--- src/rtl/gpio_cfg.svh ---
// Register indices, field positions and reset values of the GPIO block.
// Assumes a byte address on the bus equal to four times the index.
`ifndef GPIO_CFG_SVH
`define GPIO_CFG_SVH

// --------
// Register indices
// --------
`define IDX_PORT1_OPEN_DRAIN_SELECT 8'hA1
`define IDX_PORT2_OPEN_DRAIN_SELECT 8'hA2
`define IDX_PORT4_OPEN_DRAIN_SELECT 8'hA4
`define IDX_PORT1_PULLUP_SELECT 8'hA6
`define IDX_PORT2_PULLUP_SELECT 8'hA7
`define IDX_PORT4_PULLUP_SELECT 8'hA8
`define IDX_ALT_FUNCTION_SELECT_B 8'hAB
`define IDX_PORT5_SEGMENT_SELECT 8'hAC
`define IDX_PORT6_SEGMENT_SELECT 8'hAD
`define IDX_PORT7_SEGMENT_SELECT 8'hAE
`define IDX_PORT7_DATA 8'hB0
`define IDX_PORT7_DIRECTION 8'hB4
`define IDX_LCD_CONTROL_REGISTER 8'hB8
`define IDX_PORT1_DATA 8'hC2
`define IDX_PORT1_DIRECTION 8'hC3
`define IDX_PORT2_DATA 8'hC4
`define IDX_PORT2_DIRECTION 8'hC5
`define IDX_PORT4_DATA 8'hC8
`define IDX_PORT4_DIRECTION 8'hC9
`define IDX_PORT5_DATA 8'hCA
`define IDX_PORT5_DIRECTION 8'hCB
`define IDX_PORT6_DATA 8'hCC
`define IDX_PORT6_DIRECTION 8'hCD

// --------
// Fields and reset values
// --------
`define ALT_PWM_ONE_BIT 0
`define ALT_INT_TWO_BIT 1
`define ALT_INT_THREE_BIT 2
`define LCD_SUB_CLOCK_DISABLE_BIT 0
`define GPIO_RESET_BYTE 8'h00
`define PORT2_SMALL_PACKAGE_MASK 8'hA0
`define PORT4_INT_THREE_PIN 1
`define PORT4_RESET_PIN 7

`endif

--- src/rtl/gpio_pkg.sv ---
// Types shared by the GPIO block files.
// Assumes nothing beyond a SystemVerilog compiler.
package gpio_pkg;
	typedef logic [7:0] byte_t;
	typedef logic [9:0] bus_addr_t;
endpackage

--- src/rtl/gpio_ports.sv ---
// Multi-port GPIO with alternate function select, Avalon-MM register slave.
// Assumes pads outside resolve out/oe/pullup, and an LCD, PWM and
// interrupt controller that sit beside it on clk_sys.
//
// Operation
// - Port 1 eight-bit data register, resets zero
// - Port 1 direction bits: 0 input, 1 output
// - Port 1 pull-up per pin when bit set
// - Port 1 open drain per pin when set
// - Alternate select resets zero; 1 selects alternate
// - Interrupt 3 select routes port 4 pin 1
// - PWM select puts PWM/timer on port 1 pin 0
// - Port 1 control registers write-only, byte writes
// - Port 2 data, direction, pull-up registers
// - Small package drops port 2 pins 5, 7
// - Port 2 control registers write-only, byte writes
// - Port 4 data, direction and pull-ups
// - Port 4 pins shared with osc, reset, interrupt
// - Flash option frees main osc and reset pins; the reset pin stays input-only here either way
// - Sub clock disable frees sub-oscillator pins
// - Port 4 control registers write-only, byte writes
// - Port 5 selectable to segments 0 to 7
// - Port 6 selectable to segments 8 to 15
// - Port 7 selectable to segments 16 to 23
// - Port 5-7 direction registers write-only, unreadable
//
// Added by the designer: register access over Avalon-MM.
`timescale 1ns/1ps
`include "gpio_cfg.svh"
module gpio_ports
	import gpio_pkg::*;
#(
	parameter bit SMALL_PACKAGE = 1'b0
) (
	input wire logic clk_sys,
	input wire logic rst_n,
	input wire logic [9:0] address,
	input wire logic read,
	input wire logic write,
	input wire logic [31:0] writedata,
	input wire logic [3:0] byteenable,
	output logic [31:0] readdata,
	output logic waitrequest,
	input wire logic [7:0] port1_pin_in,
	output logic [7:0] port1_pin_out,
	output logic [7:0] port1_pin_oe,
	output logic [7:0] port1_pin_pullup,
	input wire logic [7:0] port2_pin_in,
	output logic [7:0] port2_pin_out,
	output logic [7:0] port2_pin_oe,
	output logic [7:0] port2_pin_pullup,
	input wire logic [7:0] port4_pin_in,
	output logic [7:0] port4_pin_out,
	output logic [7:0] port4_pin_oe,
	output logic [7:0] port4_pin_pullup,
	input wire logic [7:0] port5_pin_in,
	output logic [7:0] port5_pin_out,
	output logic [7:0] port5_pin_oe,
	input wire logic [7:0] port6_pin_in,
	output logic [7:0] port6_pin_out,
	output logic [7:0] port6_pin_oe,
	input wire logic [7:0] port7_pin_in,
	output logic [7:0] port7_pin_out,
	output logic [7:0] port7_pin_oe,
	input wire logic pwm_one_output,
	input wire logic [23:0] lcd_segment,
	input wire logic option_main_osc_as_io,
	input wire logic option_reset_as_io,
	output logic external_interrupt_three,
	output logic external_interrupt_two_select,
	output logic sub_clock_disable,
	output logic main_osc_pins_dedicated,
	output logic reset_pin_n
);
	// --------
	// Bus handshake: one wait state per access
	// --------
	logic ack_reg;
	logic [31:0] readdata_reg;
	wire req = read | write;
	wire [7:0] idx = address[9:2];
	wire aligned = (address[1:0] == 2'b00);
	wire wr_go = write & ack_reg & aligned & byteenable[0];
	wire rd_start = read & ~ack_reg;

	assign waitrequest = req & ~ack_reg;

	always_ff @(posedge clk_sys) begin
		if (!rst_n) begin
			ack_reg <= 1'b0;
		end else begin
			ack_reg <= req & ~ack_reg;
		end
	end

	// --------
	// Address decode
	// --------
	wire hit_p1_data = (idx == `IDX_PORT1_DATA);
	wire hit_p1_dir = (idx == `IDX_PORT1_DIRECTION);
	wire hit_p1_pu = (idx == `IDX_PORT1_PULLUP_SELECT);
	wire hit_p1_od = (idx == `IDX_PORT1_OPEN_DRAIN_SELECT);
	wire hit_alt = (idx == `IDX_ALT_FUNCTION_SELECT_B);
	wire hit_p2_data = (idx == `IDX_PORT2_DATA);
	wire hit_p2_dir = (idx == `IDX_PORT2_DIRECTION);
	wire hit_p2_pu = (idx == `IDX_PORT2_PULLUP_SELECT);
	wire hit_p2_od = (idx == `IDX_PORT2_OPEN_DRAIN_SELECT);
	wire hit_p4_data = (idx == `IDX_PORT4_DATA);
	wire hit_p4_dir = (idx == `IDX_PORT4_DIRECTION);
	wire hit_p4_pu = (idx == `IDX_PORT4_PULLUP_SELECT);
	wire hit_p4_od = (idx == `IDX_PORT4_OPEN_DRAIN_SELECT);
	wire hit_p5_data = (idx == `IDX_PORT5_DATA);
	wire hit_p5_dir = (idx == `IDX_PORT5_DIRECTION);
	wire hit_p5_seg = (idx == `IDX_PORT5_SEGMENT_SELECT);
	wire hit_p6_data = (idx == `IDX_PORT6_DATA);
	wire hit_p6_dir = (idx == `IDX_PORT6_DIRECTION);
	wire hit_p6_seg = (idx == `IDX_PORT6_SEGMENT_SELECT);
	wire hit_p7_data = (idx == `IDX_PORT7_DATA);
	wire hit_p7_dir = (idx == `IDX_PORT7_DIRECTION);
	wire hit_p7_seg = (idx == `IDX_PORT7_SEGMENT_SELECT);
	wire hit_lcd = (idx == `IDX_LCD_CONTROL_REGISTER);
	wire [7:0] wbyte = writedata[7:0];

	// --------
	// Port registers
	// --------
	byte_t port1_data_reg;
	byte_t port1_direction_reg;
	byte_t port1_pullup_select_reg;
	byte_t port1_open_drain_select_reg;
	byte_t alt_function_select_b_reg;
	byte_t port2_data_reg;
	byte_t port2_direction_reg;
	byte_t port2_pullup_select_reg;
	byte_t port2_open_drain_select_reg;
	byte_t port4_data_reg;
	byte_t port4_direction_reg;
	byte_t port4_pullup_select_reg;
	byte_t port4_open_drain_select_reg;
	byte_t port5_data_reg;
	byte_t port5_direction_reg;
	byte_t port5_segment_select_reg;
	byte_t port6_data_reg;
	byte_t port6_direction_reg;
	byte_t port6_segment_select_reg;
	byte_t port7_data_reg;
	byte_t port7_direction_reg;
	byte_t port7_segment_select_reg;
	byte_t lcd_control_register_reg;

	// Port 1 and the shared alternate select
	always_ff @(posedge clk_sys) begin
		if (!rst_n) begin
			port1_data_reg <= `GPIO_RESET_BYTE;
			port1_direction_reg <= `GPIO_RESET_BYTE;
			port1_pullup_select_reg <= `GPIO_RESET_BYTE;
			port1_open_drain_select_reg <= `GPIO_RESET_BYTE;
			alt_function_select_b_reg <= `GPIO_RESET_BYTE;
		end else if (wr_go) begin
			if (hit_p1_data) port1_data_reg <= wbyte;
			if (hit_p1_dir) port1_direction_reg <= wbyte;
			if (hit_p1_pu) port1_pullup_select_reg <= wbyte;
			if (hit_p1_od) port1_open_drain_select_reg <= wbyte;
			if (hit_alt) alt_function_select_b_reg <= wbyte;
		end
	end

	// Port 2 and port 4
	always_ff @(posedge clk_sys) begin
		if (!rst_n) begin
			port2_data_reg <= `GPIO_RESET_BYTE;
			port2_direction_reg <= `GPIO_RESET_BYTE;
			port2_pullup_select_reg <= `GPIO_RESET_BYTE;
			port2_open_drain_select_reg <= `GPIO_RESET_BYTE;
			port4_data_reg <= `GPIO_RESET_BYTE;
			port4_direction_reg <= `GPIO_RESET_BYTE;
			port4_pullup_select_reg <= `GPIO_RESET_BYTE;
			port4_open_drain_select_reg <= `GPIO_RESET_BYTE;
		end else if (wr_go) begin
			if (hit_p2_data) port2_data_reg <= wbyte;
			if (hit_p2_dir) port2_direction_reg <= wbyte;
			if (hit_p2_pu) port2_pullup_select_reg <= wbyte;
			if (hit_p2_od) port2_open_drain_select_reg <= wbyte;
			if (hit_p4_data) port4_data_reg <= wbyte;
			if (hit_p4_dir) port4_direction_reg <= wbyte;
			if (hit_p4_pu) port4_pullup_select_reg <= wbyte;
			if (hit_p4_od) port4_open_drain_select_reg <= wbyte;
		end
	end

	// Segment-capable ports and the LCD control byte
	always_ff @(posedge clk_sys) begin
		if (!rst_n) begin
			port5_data_reg <= `GPIO_RESET_BYTE;
			port5_direction_reg <= `GPIO_RESET_BYTE;
			port5_segment_select_reg <= `GPIO_RESET_BYTE;
			port6_data_reg <= `GPIO_RESET_BYTE;
			port6_direction_reg <= `GPIO_RESET_BYTE;
			port6_segment_select_reg <= `GPIO_RESET_BYTE;
			port7_data_reg <= `GPIO_RESET_BYTE;
			port7_direction_reg <= `GPIO_RESET_BYTE;
			port7_segment_select_reg <= `GPIO_RESET_BYTE;
			lcd_control_register_reg <= `GPIO_RESET_BYTE;
		end else if (wr_go) begin
			if (hit_p5_data) port5_data_reg <= wbyte;
			if (hit_p5_dir) port5_direction_reg <= wbyte;
			if (hit_p5_seg) port5_segment_select_reg <= wbyte;
			if (hit_p6_data) port6_data_reg <= wbyte;
			if (hit_p6_dir) port6_direction_reg <= wbyte;
			if (hit_p6_seg) port6_segment_select_reg <= wbyte;
			if (hit_p7_data) port7_data_reg <= wbyte;
			if (hit_p7_dir) port7_direction_reg <= wbyte;
			if (hit_p7_seg) port7_segment_select_reg <= wbyte;
			if (hit_lcd) lcd_control_register_reg <= wbyte;
		end
	end

	// --------
	// Configuration option straps
	// --------
	// Options come from flash outside this clock; two stages before use
	logic opt_osc_a_reg;
	logic opt_osc_reg;
	logic opt_rst_a_reg;
	logic opt_rst_reg;

	always_ff @(posedge clk_sys) begin
		if (!rst_n) begin
			opt_osc_a_reg <= 1'b0;
			opt_osc_reg <= 1'b0;
			opt_rst_a_reg <= 1'b0;
			opt_rst_reg <= 1'b0;
		end else begin
			opt_osc_a_reg <= option_main_osc_as_io;
			opt_osc_reg <= opt_osc_a_reg;
			opt_rst_a_reg <= option_reset_as_io;
			opt_rst_reg <= opt_rst_a_reg;
		end
	end

	// --------
	// Pin sharing
	// --------
	wire sel_pwm = alt_function_select_b_reg[`ALT_PWM_ONE_BIT];
	wire sel_external_interrupt_three = alt_function_select_b_reg[`ALT_INT_THREE_BIT];
	wire sub_off = lcd_control_register_reg[`LCD_SUB_CLOCK_DISABLE_BIT];
	wire [7:0] p1_alt_sel = {7'b000_0000, sel_pwm};
	wire [7:0] p1_alt_out = {7'b000_0000, pwm_one_output};
	wire [7:0] p2_absent = SMALL_PACKAGE ? `PORT2_SMALL_PACKAGE_MASK : 8'h00;
	wire [7:0] p4_alt_sel = {6'b00_0000, sel_external_interrupt_three, 1'b0};
	// Reset pin is input-only either way; osc pins held unless released
	wire [7:0] p4_in_only = {1'b1, ~opt_osc_reg, ~opt_osc_reg, ~sub_off, ~sub_off, 3'b000};
	wire [7:0] p2_level;
	wire [7:0] p1_level;
	wire [7:0] p4_level;
	wire [7:0] p5_level;
	wire [7:0] p6_level;
	wire [7:0] p7_level;

	gpio_pin_cell #(.WIDTH(8)) u_port1 (
		.clk_sys(clk_sys), .rst_n(rst_n), .latch(port1_data_reg),
		.dir(port1_direction_reg), .open_drain(port1_open_drain_select_reg),
		.pull_sel(port1_pullup_select_reg), .alt_sel(p1_alt_sel), .alt_out(p1_alt_out),
		.alt_drive(8'h01), .in_only(8'h00), .pin_in(port1_pin_in),
		.pin_out(port1_pin_out), .pin_oe(port1_pin_oe), .pin_pullup(port1_pin_pullup), .level(p1_level)
	);

	gpio_pin_cell #(.WIDTH(8)) u_port2 (
		.clk_sys(clk_sys), .rst_n(rst_n), .latch(port2_data_reg),
		.dir(port2_direction_reg), .open_drain(port2_open_drain_select_reg),
		.pull_sel(port2_pullup_select_reg), .alt_sel(8'h00), .alt_out(8'h00),
		.alt_drive(8'h00), .in_only(p2_absent), .pin_in(port2_pin_in),
		.pin_out(port2_pin_out), .pin_oe(port2_pin_oe), .pin_pullup(port2_pin_pullup), .level(p2_level)
	);

	// Interrupt pin is an input while routed, hence no alternate drive
	gpio_pin_cell #(.WIDTH(8)) u_port4 (
		.clk_sys(clk_sys), .rst_n(rst_n), .latch(port4_data_reg),
		.dir(port4_direction_reg), .open_drain(port4_open_drain_select_reg),
		.pull_sel(port4_pullup_select_reg), .alt_sel(p4_alt_sel), .alt_out(8'h00),
		.alt_drive(8'h00), .in_only(p4_in_only), .pin_in(port4_pin_in),
		.pin_out(port4_pin_out), .pin_oe(port4_pin_oe), .pin_pullup(port4_pin_pullup), .level(p4_level)
	);

	gpio_pin_cell #(.WIDTH(8)) u_port5 (
		.clk_sys(clk_sys), .rst_n(rst_n), .latch(port5_data_reg),
		.dir(port5_direction_reg), .open_drain(8'h00),
		.pull_sel(8'h00), .alt_sel(port5_segment_select_reg), .alt_out(lcd_segment[7:0]),
		.alt_drive(8'hFF), .in_only(8'h00), .pin_in(port5_pin_in),
		.pin_out(port5_pin_out), .pin_oe(port5_pin_oe), .pin_pullup(), .level(p5_level)
	);

	gpio_pin_cell #(.WIDTH(8)) u_port6 (
		.clk_sys(clk_sys), .rst_n(rst_n), .latch(port6_data_reg),
		.dir(port6_direction_reg), .open_drain(8'h00),
		.pull_sel(8'h00), .alt_sel(port6_segment_select_reg), .alt_out(lcd_segment[15:8]),
		.alt_drive(8'hFF), .in_only(8'h00), .pin_in(port6_pin_in),
		.pin_out(port6_pin_out), .pin_oe(port6_pin_oe), .pin_pullup(), .level(p6_level)
	);

	gpio_pin_cell #(.WIDTH(8)) u_port7 (
		.clk_sys(clk_sys), .rst_n(rst_n), .latch(port7_data_reg),
		.dir(port7_direction_reg), .open_drain(8'h00),
		.pull_sel(8'h00), .alt_sel(port7_segment_select_reg), .alt_out(lcd_segment[23:16]),
		.alt_drive(8'hFF), .in_only(8'h00), .pin_in(port7_pin_in),
		.pin_out(port7_pin_out), .pin_oe(port7_pin_oe), .pin_pullup(), .level(p7_level)
	);

	// --------
	// Side-band outputs
	// --------
	assign external_interrupt_three = sel_external_interrupt_three & p4_level[`PORT4_INT_THREE_PIN];
	assign external_interrupt_two_select = alt_function_select_b_reg[`ALT_INT_TWO_BIT];
	assign sub_clock_disable = sub_off;
	assign main_osc_pins_dedicated = ~opt_osc_reg;
	assign reset_pin_n = opt_rst_reg | p4_level[`PORT4_RESET_PIN];

	// --------
	// Read path
	// --------
	// Outputs read back their latch, inputs the synchronised pin
	wire [7:0] p1_rd = (port1_data_reg & port1_direction_reg) | (p1_level & ~port1_direction_reg);
	wire [7:0] p2_rd = ((port2_data_reg & port2_direction_reg) | (p2_level & ~port2_direction_reg)) & ~p2_absent;
	wire [7:0] p4_rd = (port4_data_reg & port4_direction_reg) | (p4_level & ~port4_direction_reg);
	wire [7:0] p5_rd = (port5_data_reg & port5_direction_reg) | (p5_level & ~port5_direction_reg);
	wire [7:0] p6_rd = (port6_data_reg & port6_direction_reg) | (p6_level & ~port6_direction_reg);
	wire [7:0] p7_rd = (port7_data_reg & port7_direction_reg) | (p7_level & ~port7_direction_reg);
	// Direction, pull-up, open-drain and alt select are absent here: read zero
	wire [7:0] rd_byte =
		!aligned ? 8'h00 :
		hit_p1_data ? p1_rd :
		hit_p2_data ? p2_rd :
		hit_p4_data ? p4_rd :
		hit_p5_data ? p5_rd :
		hit_p6_data ? p6_rd :
		hit_p7_data ? p7_rd :
		hit_p5_seg ? port5_segment_select_reg :
		hit_p6_seg ? port6_segment_select_reg :
		hit_p7_seg ? port7_segment_select_reg :
		hit_lcd ? lcd_control_register_reg :
		8'h00;

	always_ff @(posedge clk_sys) begin
		if (!rst_n) begin
			readdata_reg <= 32'h0000_0000;
		end else if (rd_start) begin
			readdata_reg <= {24'h00_0000, rd_byte};
		end
	end

	assign readdata = readdata_reg;
endmodule

--- src/rtl/gpio_pin_cell.sv ---
// One GPIO port's pad control: output mux, open drain and pin synchroniser.
// Assumes pad signals from outside the clock domain and registers on clk_sys.
`timescale 1ns/1ps
module gpio_pin_cell
	import gpio_pkg::*;
#(
	parameter int WIDTH = 8
) (
	input wire logic clk_sys,
	input wire logic rst_n,
	input wire logic [WIDTH-1:0] latch,
	input wire logic [WIDTH-1:0] dir,
	input wire logic [WIDTH-1:0] open_drain,
	input wire logic [WIDTH-1:0] pull_sel,
	input wire logic [WIDTH-1:0] alt_sel,
	input wire logic [WIDTH-1:0] alt_out,
	input wire logic [WIDTH-1:0] alt_drive,
	input wire logic [WIDTH-1:0] in_only,
	input wire logic [WIDTH-1:0] pin_in,
	output logic [WIDTH-1:0] pin_out,
	output logic [WIDTH-1:0] pin_oe,
	output logic [WIDTH-1:0] pin_pullup,
	output logic [WIDTH-1:0] level
);
	// --------
	// Output path
	// --------
	logic [WIDTH-1:0] sync_a_reg;
	logic [WIDTH-1:0] out_reg;
	logic [WIDTH-1:0] oe_reg;
	logic [WIDTH-1:0] pu_reg;
	wire [WIDTH-1:0] drive_val = (alt_sel & alt_out) | (~alt_sel & latch);
	wire [WIDTH-1:0] eff_dir = ((alt_sel & alt_drive) | (~alt_sel & dir)) & ~in_only;
	// Open drain only sinks: the enable drops while the value is high
	wire [WIDTH-1:0] oe_next = eff_dir & (~open_drain | ~drive_val);
	wire [WIDTH-1:0] out_next = drive_val & ~open_drain;
	wire [WIDTH-1:0] pu_next = pull_sel & ~in_only;

	always_ff @(posedge clk_sys) begin
		if (!rst_n) begin
			out_reg <= '0;
			oe_reg <= '0;
			pu_reg <= '0;
		end else begin
			out_reg <= out_next;
			oe_reg <= oe_next;
			pu_reg <= pu_next;
		end
	end

	// --------
	// Input synchroniser
	// --------
	always_ff @(posedge clk_sys) begin
		if (!rst_n) begin
			sync_a_reg <= '0;
			level <= '0;
		end else begin
			sync_a_reg <= pin_in;
			level <= sync_a_reg;
		end
	end

	assign pin_out = out_reg;
	assign pin_oe = oe_reg;
	assign pin_pullup = pu_reg;
endmodule

--- config.mk ---
export PLATFORM = sky130hd
export DESIGN_NAME = gpio_ports
export DESIGN_NICKNAME = d
export VERILOG_FILES = /design/src/rtl/gpio_pkg.sv /design/src/rtl/gpio_ports.sv /design/src/rtl/gpio_pin_cell.sv
export VERILOG_INCLUDE_DIRS = /design/src /design/src/rtl
export SDC_FILE = /design/constraint.sdc
export NUM_CORES = 1
export LEC_CHECK = 0
export BUFFER_PORTS_ARGS = -buffer_cell sky130_fd_sc_hd__buf_2
export CAP_MARGIN = 40
export CORE_MARGIN = 2
export CORE_UTILIZATION = 39
export CTS_BUF_LIST = sky130_fd_sc_hd__clkbuf_2 sky130_fd_sc_hd__clkbuf_4 sky130_fd_sc_hd__clkbuf_8
export CTS_CLUSTER_SIZE = 8
export DETAILED_ROUTE_END_ITERATION = 16
export PLACE_DENSITY_LB_ADDON = 0.1
export SETUP_SLACK_MARGIN = 0.3
export SLEW_MARGIN = 10
export SYNTH_ARGS = -nofsm -noshare
export SYNTH_HDL_FRONTEND = slang
export SYNTH_SLANG_ARGS = --single-unit
--- constraint.sdc ---
create_clock -name clk_sys -period 1.81 [get_ports clk_sys]
set_input_delay 0.2715 -clock clk_sys [delete_from_list [all_inputs] [get_ports clk_sys]]
set_output_delay 0.2715 -clock clk_sys [all_outputs]
set_load 0.005 [all_outputs]
# Yosys cells after proc, flatten, opt, wreduce, memory -nomap -nowiden
# Index checks and enable logic that the tools add are counted.
[classes]
eq_ne = 23
mux = 11
bitwise_logic = 80
n_reduce_logical = 24
[ops]
columns = ["op", "count"]
rows = [
  ["$and A8 B8 Y8", 33],
  ["$eq A8 B8 Y1 const B", 23],
  ["$not A8 Y8", 16],
  ["$or A8 B8 Y8", 16],
  ["$mux W8", 11],
  ["$reduce_and A2 Y1", 23],
  ["$not A1 Y8", 1],
  ["$not A2 Y8", 1],
  ["$or A1 B8 Y8", 1],
  ["$and A1 B1 Y1", 7],
  ["$not A1 Y1", 3],
  ["$logic_not A2 Y1", 1],
  ["$or A1 B1 Y1", 2],
]
[word_totals]
reg_bits = 408
in_bits = 125
output_inout_bits = 158
elab_cells = 194

# Logic depth before layout (Yosys ltp)
[logic_depth]
ltp_word = 12
depth_mapped = 8
ltp_nobuf = 5

# By module
# Synthesis repeated with hierarchy kept, for this count alone.
[hier_totals]
cells_unflattened = 1667
hier_area_um2 = 17046.3
[by_module_without_submodules]
columns = ["module", "n_inst", "cells_per_inst", "area_per_inst_um2", "seq_area_each_um2"]
rows = [
  ["gpio_ports", 1, 971, 9036.2, 3843.7],
  ["gpio_pin_cell", 6, 116, 1335.0, 800.8],
]

# Worst setup path before layout
# Ideal clock, no wire load.
[synth_path]
kind = "input to register"
startpoint = "input port address[2]"
endpoint = "register readdata_reg[4], in the netlist readdata[4]"
setup_ns = 0.129
arrival_time_ns = 1.618
required_time_ns = 1.681
slack_ns = 0.064
path_stages = 7
path_buffers = 2
cell_sequence = "buf_4 -> nor4_1 -> and2_0 -> buf_2 -> a21oi_1 -> a311oi_1 -> nor4b_2"
[synth_via]
elab_chain_cells = 12
elab_cells_between_ends = 21
classes_between = "10 x eq/ne; 11 x mux"
[synth_lines]
columns = ["element", "line", "source"]
rows = [
  ["from (decl)", "gpio_ports.sv:37", "input wire logic [9:0] address,"],
  ["$eq A8 B8 Y1 (no source line)", "n/a", ""],
  ["$mux W8", "gpio_ports.sv:340", "hit_lcd ? lcd_control_register_reg :"],
  ["$mux W8", "gpio_ports.sv:339", "hit_p7_seg ? port7_segment_select_reg :"],
  ["$mux W8", "gpio_ports.sv:338", "hit_p6_seg ? port6_segment_select_reg :"],
  ["$mux W8", "gpio_ports.sv:337", "hit_p5_seg ? port5_segment_select_reg :"],
  ["$mux W8", "gpio_ports.sv:336", "hit_p7_data ? p7_rd :"],
  ["$mux W8", "gpio_ports.sv:335", "hit_p6_data ? p6_rd :"],
  ["$mux W8", "gpio_ports.sv:334", "hit_p5_data ? p5_rd :"],
  ["$mux W8", "gpio_ports.sv:333", "hit_p4_data ? p4_rd :"],
  ["$mux W8", "gpio_ports.sv:332", "hit_p2_data ? p2_rd :"],
  ["$mux W8 *", "gpio_ports.sv:331", "hit_p1_data ? p1_rd :"],
  ["$mux W8 *", "gpio_ports.sv:330", "!aligned ? 8'h00 :"],
  ["to (signal assigned)", "gpio_ports.sv:347", "readdata_reg <= {24'h00_0000, rd_byte};"],
  ["to (decl)", "gpio_ports.sv:79", "logic [31:0] readdata_reg;"],
]
# Mark *: on every way between the ends. The rest lies on a longest branch, timed or not.
# A chain may end at the register's enable or synchronous reset.

# Final worst setup path
[layout_path]
startpoint = "register ack_reg"
endpoint = "register port1_open_drain_select_reg[2]"
[layout_via]
elab_chain_cells = 4
[layout_lines]
columns = ["element", "line", "source"]
rows = [
  ["from (decl)", "gpio_ports.sv:78", "logic ack_reg;"],
  ["from (signal assigned)", "gpio_ports.sv:92", "ack_reg <= req & ~ack_reg;"],
  ["$and A1 B1 Y1 (3 in a row)", "gpio_ports.sv:83", "wire wr_go = write & ack_reg & aligned & byteenable[0];"],
  ["$reduce_and A2 Y1 (no source line)", "n/a", ""],
  ["to (signal assigned)", "gpio_ports.sv:157", "port1_open_drain_select_reg <= `GPIO_RESET_BYTE;"],
  ["to (signal assigned)", "gpio_ports.sv:163", "if (hit_p1_od) port1_open_drain_select_reg <= wbyte;"],
  ["to (decl)", "gpio_ports.sv:130", "byte_t port1_open_drain_select_reg;"],
]
# No other way between the ends.

==> key figures <==
GRT
  • First-pass GRT wire length: 69400 um
  • Met1 Use GR: 0.304
  • Initial antenna violation count: 2
  • Routing usage on met2: 0.362
  • Global route total overflow: 0
  • Vias in the first global route: approximately 11000
  • GR Util met3: 0.0464
  • Largest net degree at the start of global routing: 101
  • Gr busiest metal: met2
  • GRT Overall Usage: 0.226

Critical path
  • CP Class: reg -> reg
  • Critical Path End Type: register
  • Crit Path Max Fanout: 8
  • Critical Path Start: ack_reg$_SDFF_PN0_
  • R2R Setup Slk: about 0.085 ns
  • Worst EP required: 2.31 ns
  • Worst R2R End: port1_open_drain_select_reg[2]$_SDFFE_PN0P_
  • CP Data Arrival Time: 2.22 ns
  • R2R depth: 6
  • Reg2reg start: ack_reg$_SDFF_PN0_
  • Crit start category: register

Route
  • Vias: ~12000
  • DRC viols: 0
  • DRT Pass-1 Iters: 4
  • WL final: 46600 um
  • Initial DRC count: 514
  • Remaining antenna violation count: 0
  • WL/cell: 18.8 um
  • Post-DR vias/cell: 4.70

Min path
  • Hold/Removal Path Class: in -> reg
  • Hold path depth: 3
  • Hold Crit Start: lcd_segment[0]
  • End point of the worst hold path: u_port5.pin_out[0]$_SDFF_PN0_

Placed design
  • HPWL after DPL: 32500 um
  • GPL Wtd Cong: 0.866
  • Placed cell count: 2258
  • PortBufs: approximately 230

Clocking
  • Sink Count: 405
  • CTS H-Tree Depth: 3
  • CTS tree: done
  • Root buf cell: clkbuf_8
  • Clock Path Buffers: 3
  • Clock transition at path regs: 0.06 ns
  • Num CTS Buffers: 70
  • Clk Latency, worst-skew pair: 0.61 ns

Synth
  • Synthesis warning total: 0
  • Syn Area/Cell: 10.3 sq um
  • Number of synthesized register bits: 405
  • Top FF cell, synth: dfxtp_1
  • Mapped Cells: around 1500
  • Synth area leader: dfxtp_1
  • Async S/R FF share, synth: 0
  • Number of synthesized flops with an enable pin: 0
  • Post-synth cell types: 58
  • Synth area leaders: dfxtp_1 53%, mux2i_1 14%, nor2b_1 6.7%
  • Seq/Total Area, Yosys: 0.526
  • Post-synth top area share: 0.526
  • Synthesized area: 15400 sq um

Timing
  • Worst Max-Slew Pin Slew: 0.678 ns
  • Period utilisation layout: 0.953
  • RSZ-0062 raised after global routing: yes
  • Max-slew headroom at the worst pin: 0.548
  • Setup violations, final: 0
  • Slew Limit Fails: 0
  • Clk_skew: about 0.022 ns
  • Final Hold Viols: 0
  • Fin Hold WS: 0.0392 ns
  • Min Tclk post-route: 1.72 ns
  • Max Clk Rate: 0.580 GHz

Final layout
  • Most frequent cells in the layout: 395 x dfxtp_1, 226 x buf_2, 205 x mux2i_1, 166 x nor2b_1, 123 x and2_1
  • Area growth, synth to finish: 36.4%
  • Final Non-Filler Cells: approximately 2500
  • FILL cells: 3460
  • Share of post-route cells with drive strength above 1: 0.318
  • Most common cell after layout, fill and taps aside: dfxtp_1
  • Nets: 2032

Die
  • Die Height: 203 um
  • Die X: 203 um
  • Initial Utilization: 0.397
  • Core area: around 39000 sq um
  • Die ar.: just over 40000 sq um
  • # rows: between 70 and 80
  • I/O Pins: between 200 and 300

Outcome
  • Status: complete, no violations

Power
  • Lkg Pwr: around 8.8 nW
  • Power density cells: 895 nW/um^2
  • Maximum VDD drop: between 0.0005 and 0.0006 V

Flow run
  • Max-Cap Viols: 0
report_power, final:
group	internal (mW)	switching, mW
Combinational	0.548	0.577
Sequential	9.02	0.0430
Clock	5.00	3.62
worst max-delay path, stage by stage, from the launching register on:
cell and delay (ns):
dfxtp_2 0.35, and4bb_4 0.29, buf_6 0.11, nand3_4 0.06, or4_4 0.55, mux2i_1 0.19, nor2b_1 0.06
cell type report:
class	count	area, sq um	area share
Multi-Input combinational cell	976	7320	0.348
Tap cell	518	648	0.0308
Antenna cell	2	5.00	0.000238
Clock inverter	11	88.8	0.00423
Sequential cell	405	8130	0.387
Clock buffer	111	1390	0.0662
Timing Repair Buffer	444	3400	0.162
Inverter	10	37.5	0.00179
per-layer routing:
| metal | routed length (um) | vias up | share of wire |
|---|---|---|---|
| li1 | - | 5830 | - |
| met3 | 2980 | 59 | 0.064 |
| met5 | 0 | - | 0 |
| met1 | 21100 | 5464 | 0.45 |
| met4 | 1010 | 0 | 0.022 |
| met2 | 21500 | 299 | 0.46 |
per-stage QoR:
stage | power [mW] | setup TNS [ns] | util | setup WS [ns] | instance area, sq um
after floorplan | 9.75 | 0 | - | 0.148 | 15700
after global placement | 10.2 | -3.59 | 0.464 | -0.132 | 18000
after detailed placement | 10.2 | -6.01 | 0.464 | -0.167 | 18000
after CTS | 19.0 | 0 | 0.531 | 0.0826 | 20600
after global routing | 19.6 | -0.0125 | 0.541 | -0.00654 | 21000
final | 18.8 | 0 | 0.541 | 0.0855 | 21000
synth_stat cells (7+ instances only):
cell type / n
nor2b_1: 166
dfxtp_1: 405
or3_1: 7
a21boi_0: 39
nand2_1: 101
o22ai_1: 11
and2_1: 123
nor2_1: 38
nand3_1: 50
buf_4: 31
buf_2: 18
o21a_1: 30
clkbuf_1: 73
a22o_1: 9
o211ai_1: 7
inv_1: 10
and3_1: 9
a311oi_1: 7
o21ai_0: 17
a21oi_1: 54
mux2i_1: 210
worst max-delay path by stage:
stage                     slack, ns                                     endpoint  cells after the start
after floorplan                0.15  port1_open_drain_select_reg[0]$_SDFFE_PN0P_                      6
after global placement        -0.13                     readdata[1]$_SDFFE_PN0P_                      8
after detailed placement      -0.17                     readdata[1]$_SDFFE_PN0P_                      8
after CTS                      0.08  port1_open_drain_select_reg[4]$_SDFFE_PN0P_                      6
after global routing         -0.007  port1_open_drain_select_reg[2]$_SDFFE_PN0P_                      6
final                          0.09  port1_open_drain_select_reg[2]$_SDFFE_PN0P_                      6
timing repair:
action | in CTS | in global routing
setup buffers | 15 | 4
hold endpoints to repair | 76 | 0
resized for setup | 65 | 105
hold buffers | 75 | 0
gates cloned | 1 | 0
pin swaps | 15 | 48
endpoints found under the setup margin | 184 | 189
cells by family (layout without fill, tap and decap cells):
| logic type | count (synthesis) | in the layout | share of synthesized area |
|---|---|---|---|
| buffers and inverters | 135 | 576 | 0.0419 |
| muxes | 212 | 212 | 0.138 |
| and+or+nand+nor | 545 | 545 | 0.210 |
| other | 1 | 28 | 0.000243 |
| AOI/OAI and AO/OA | 193 | 193 | 0.0840 |
| DFF | 405 | 405 | 0.526 |
Power figures use the tool's default switching activity.
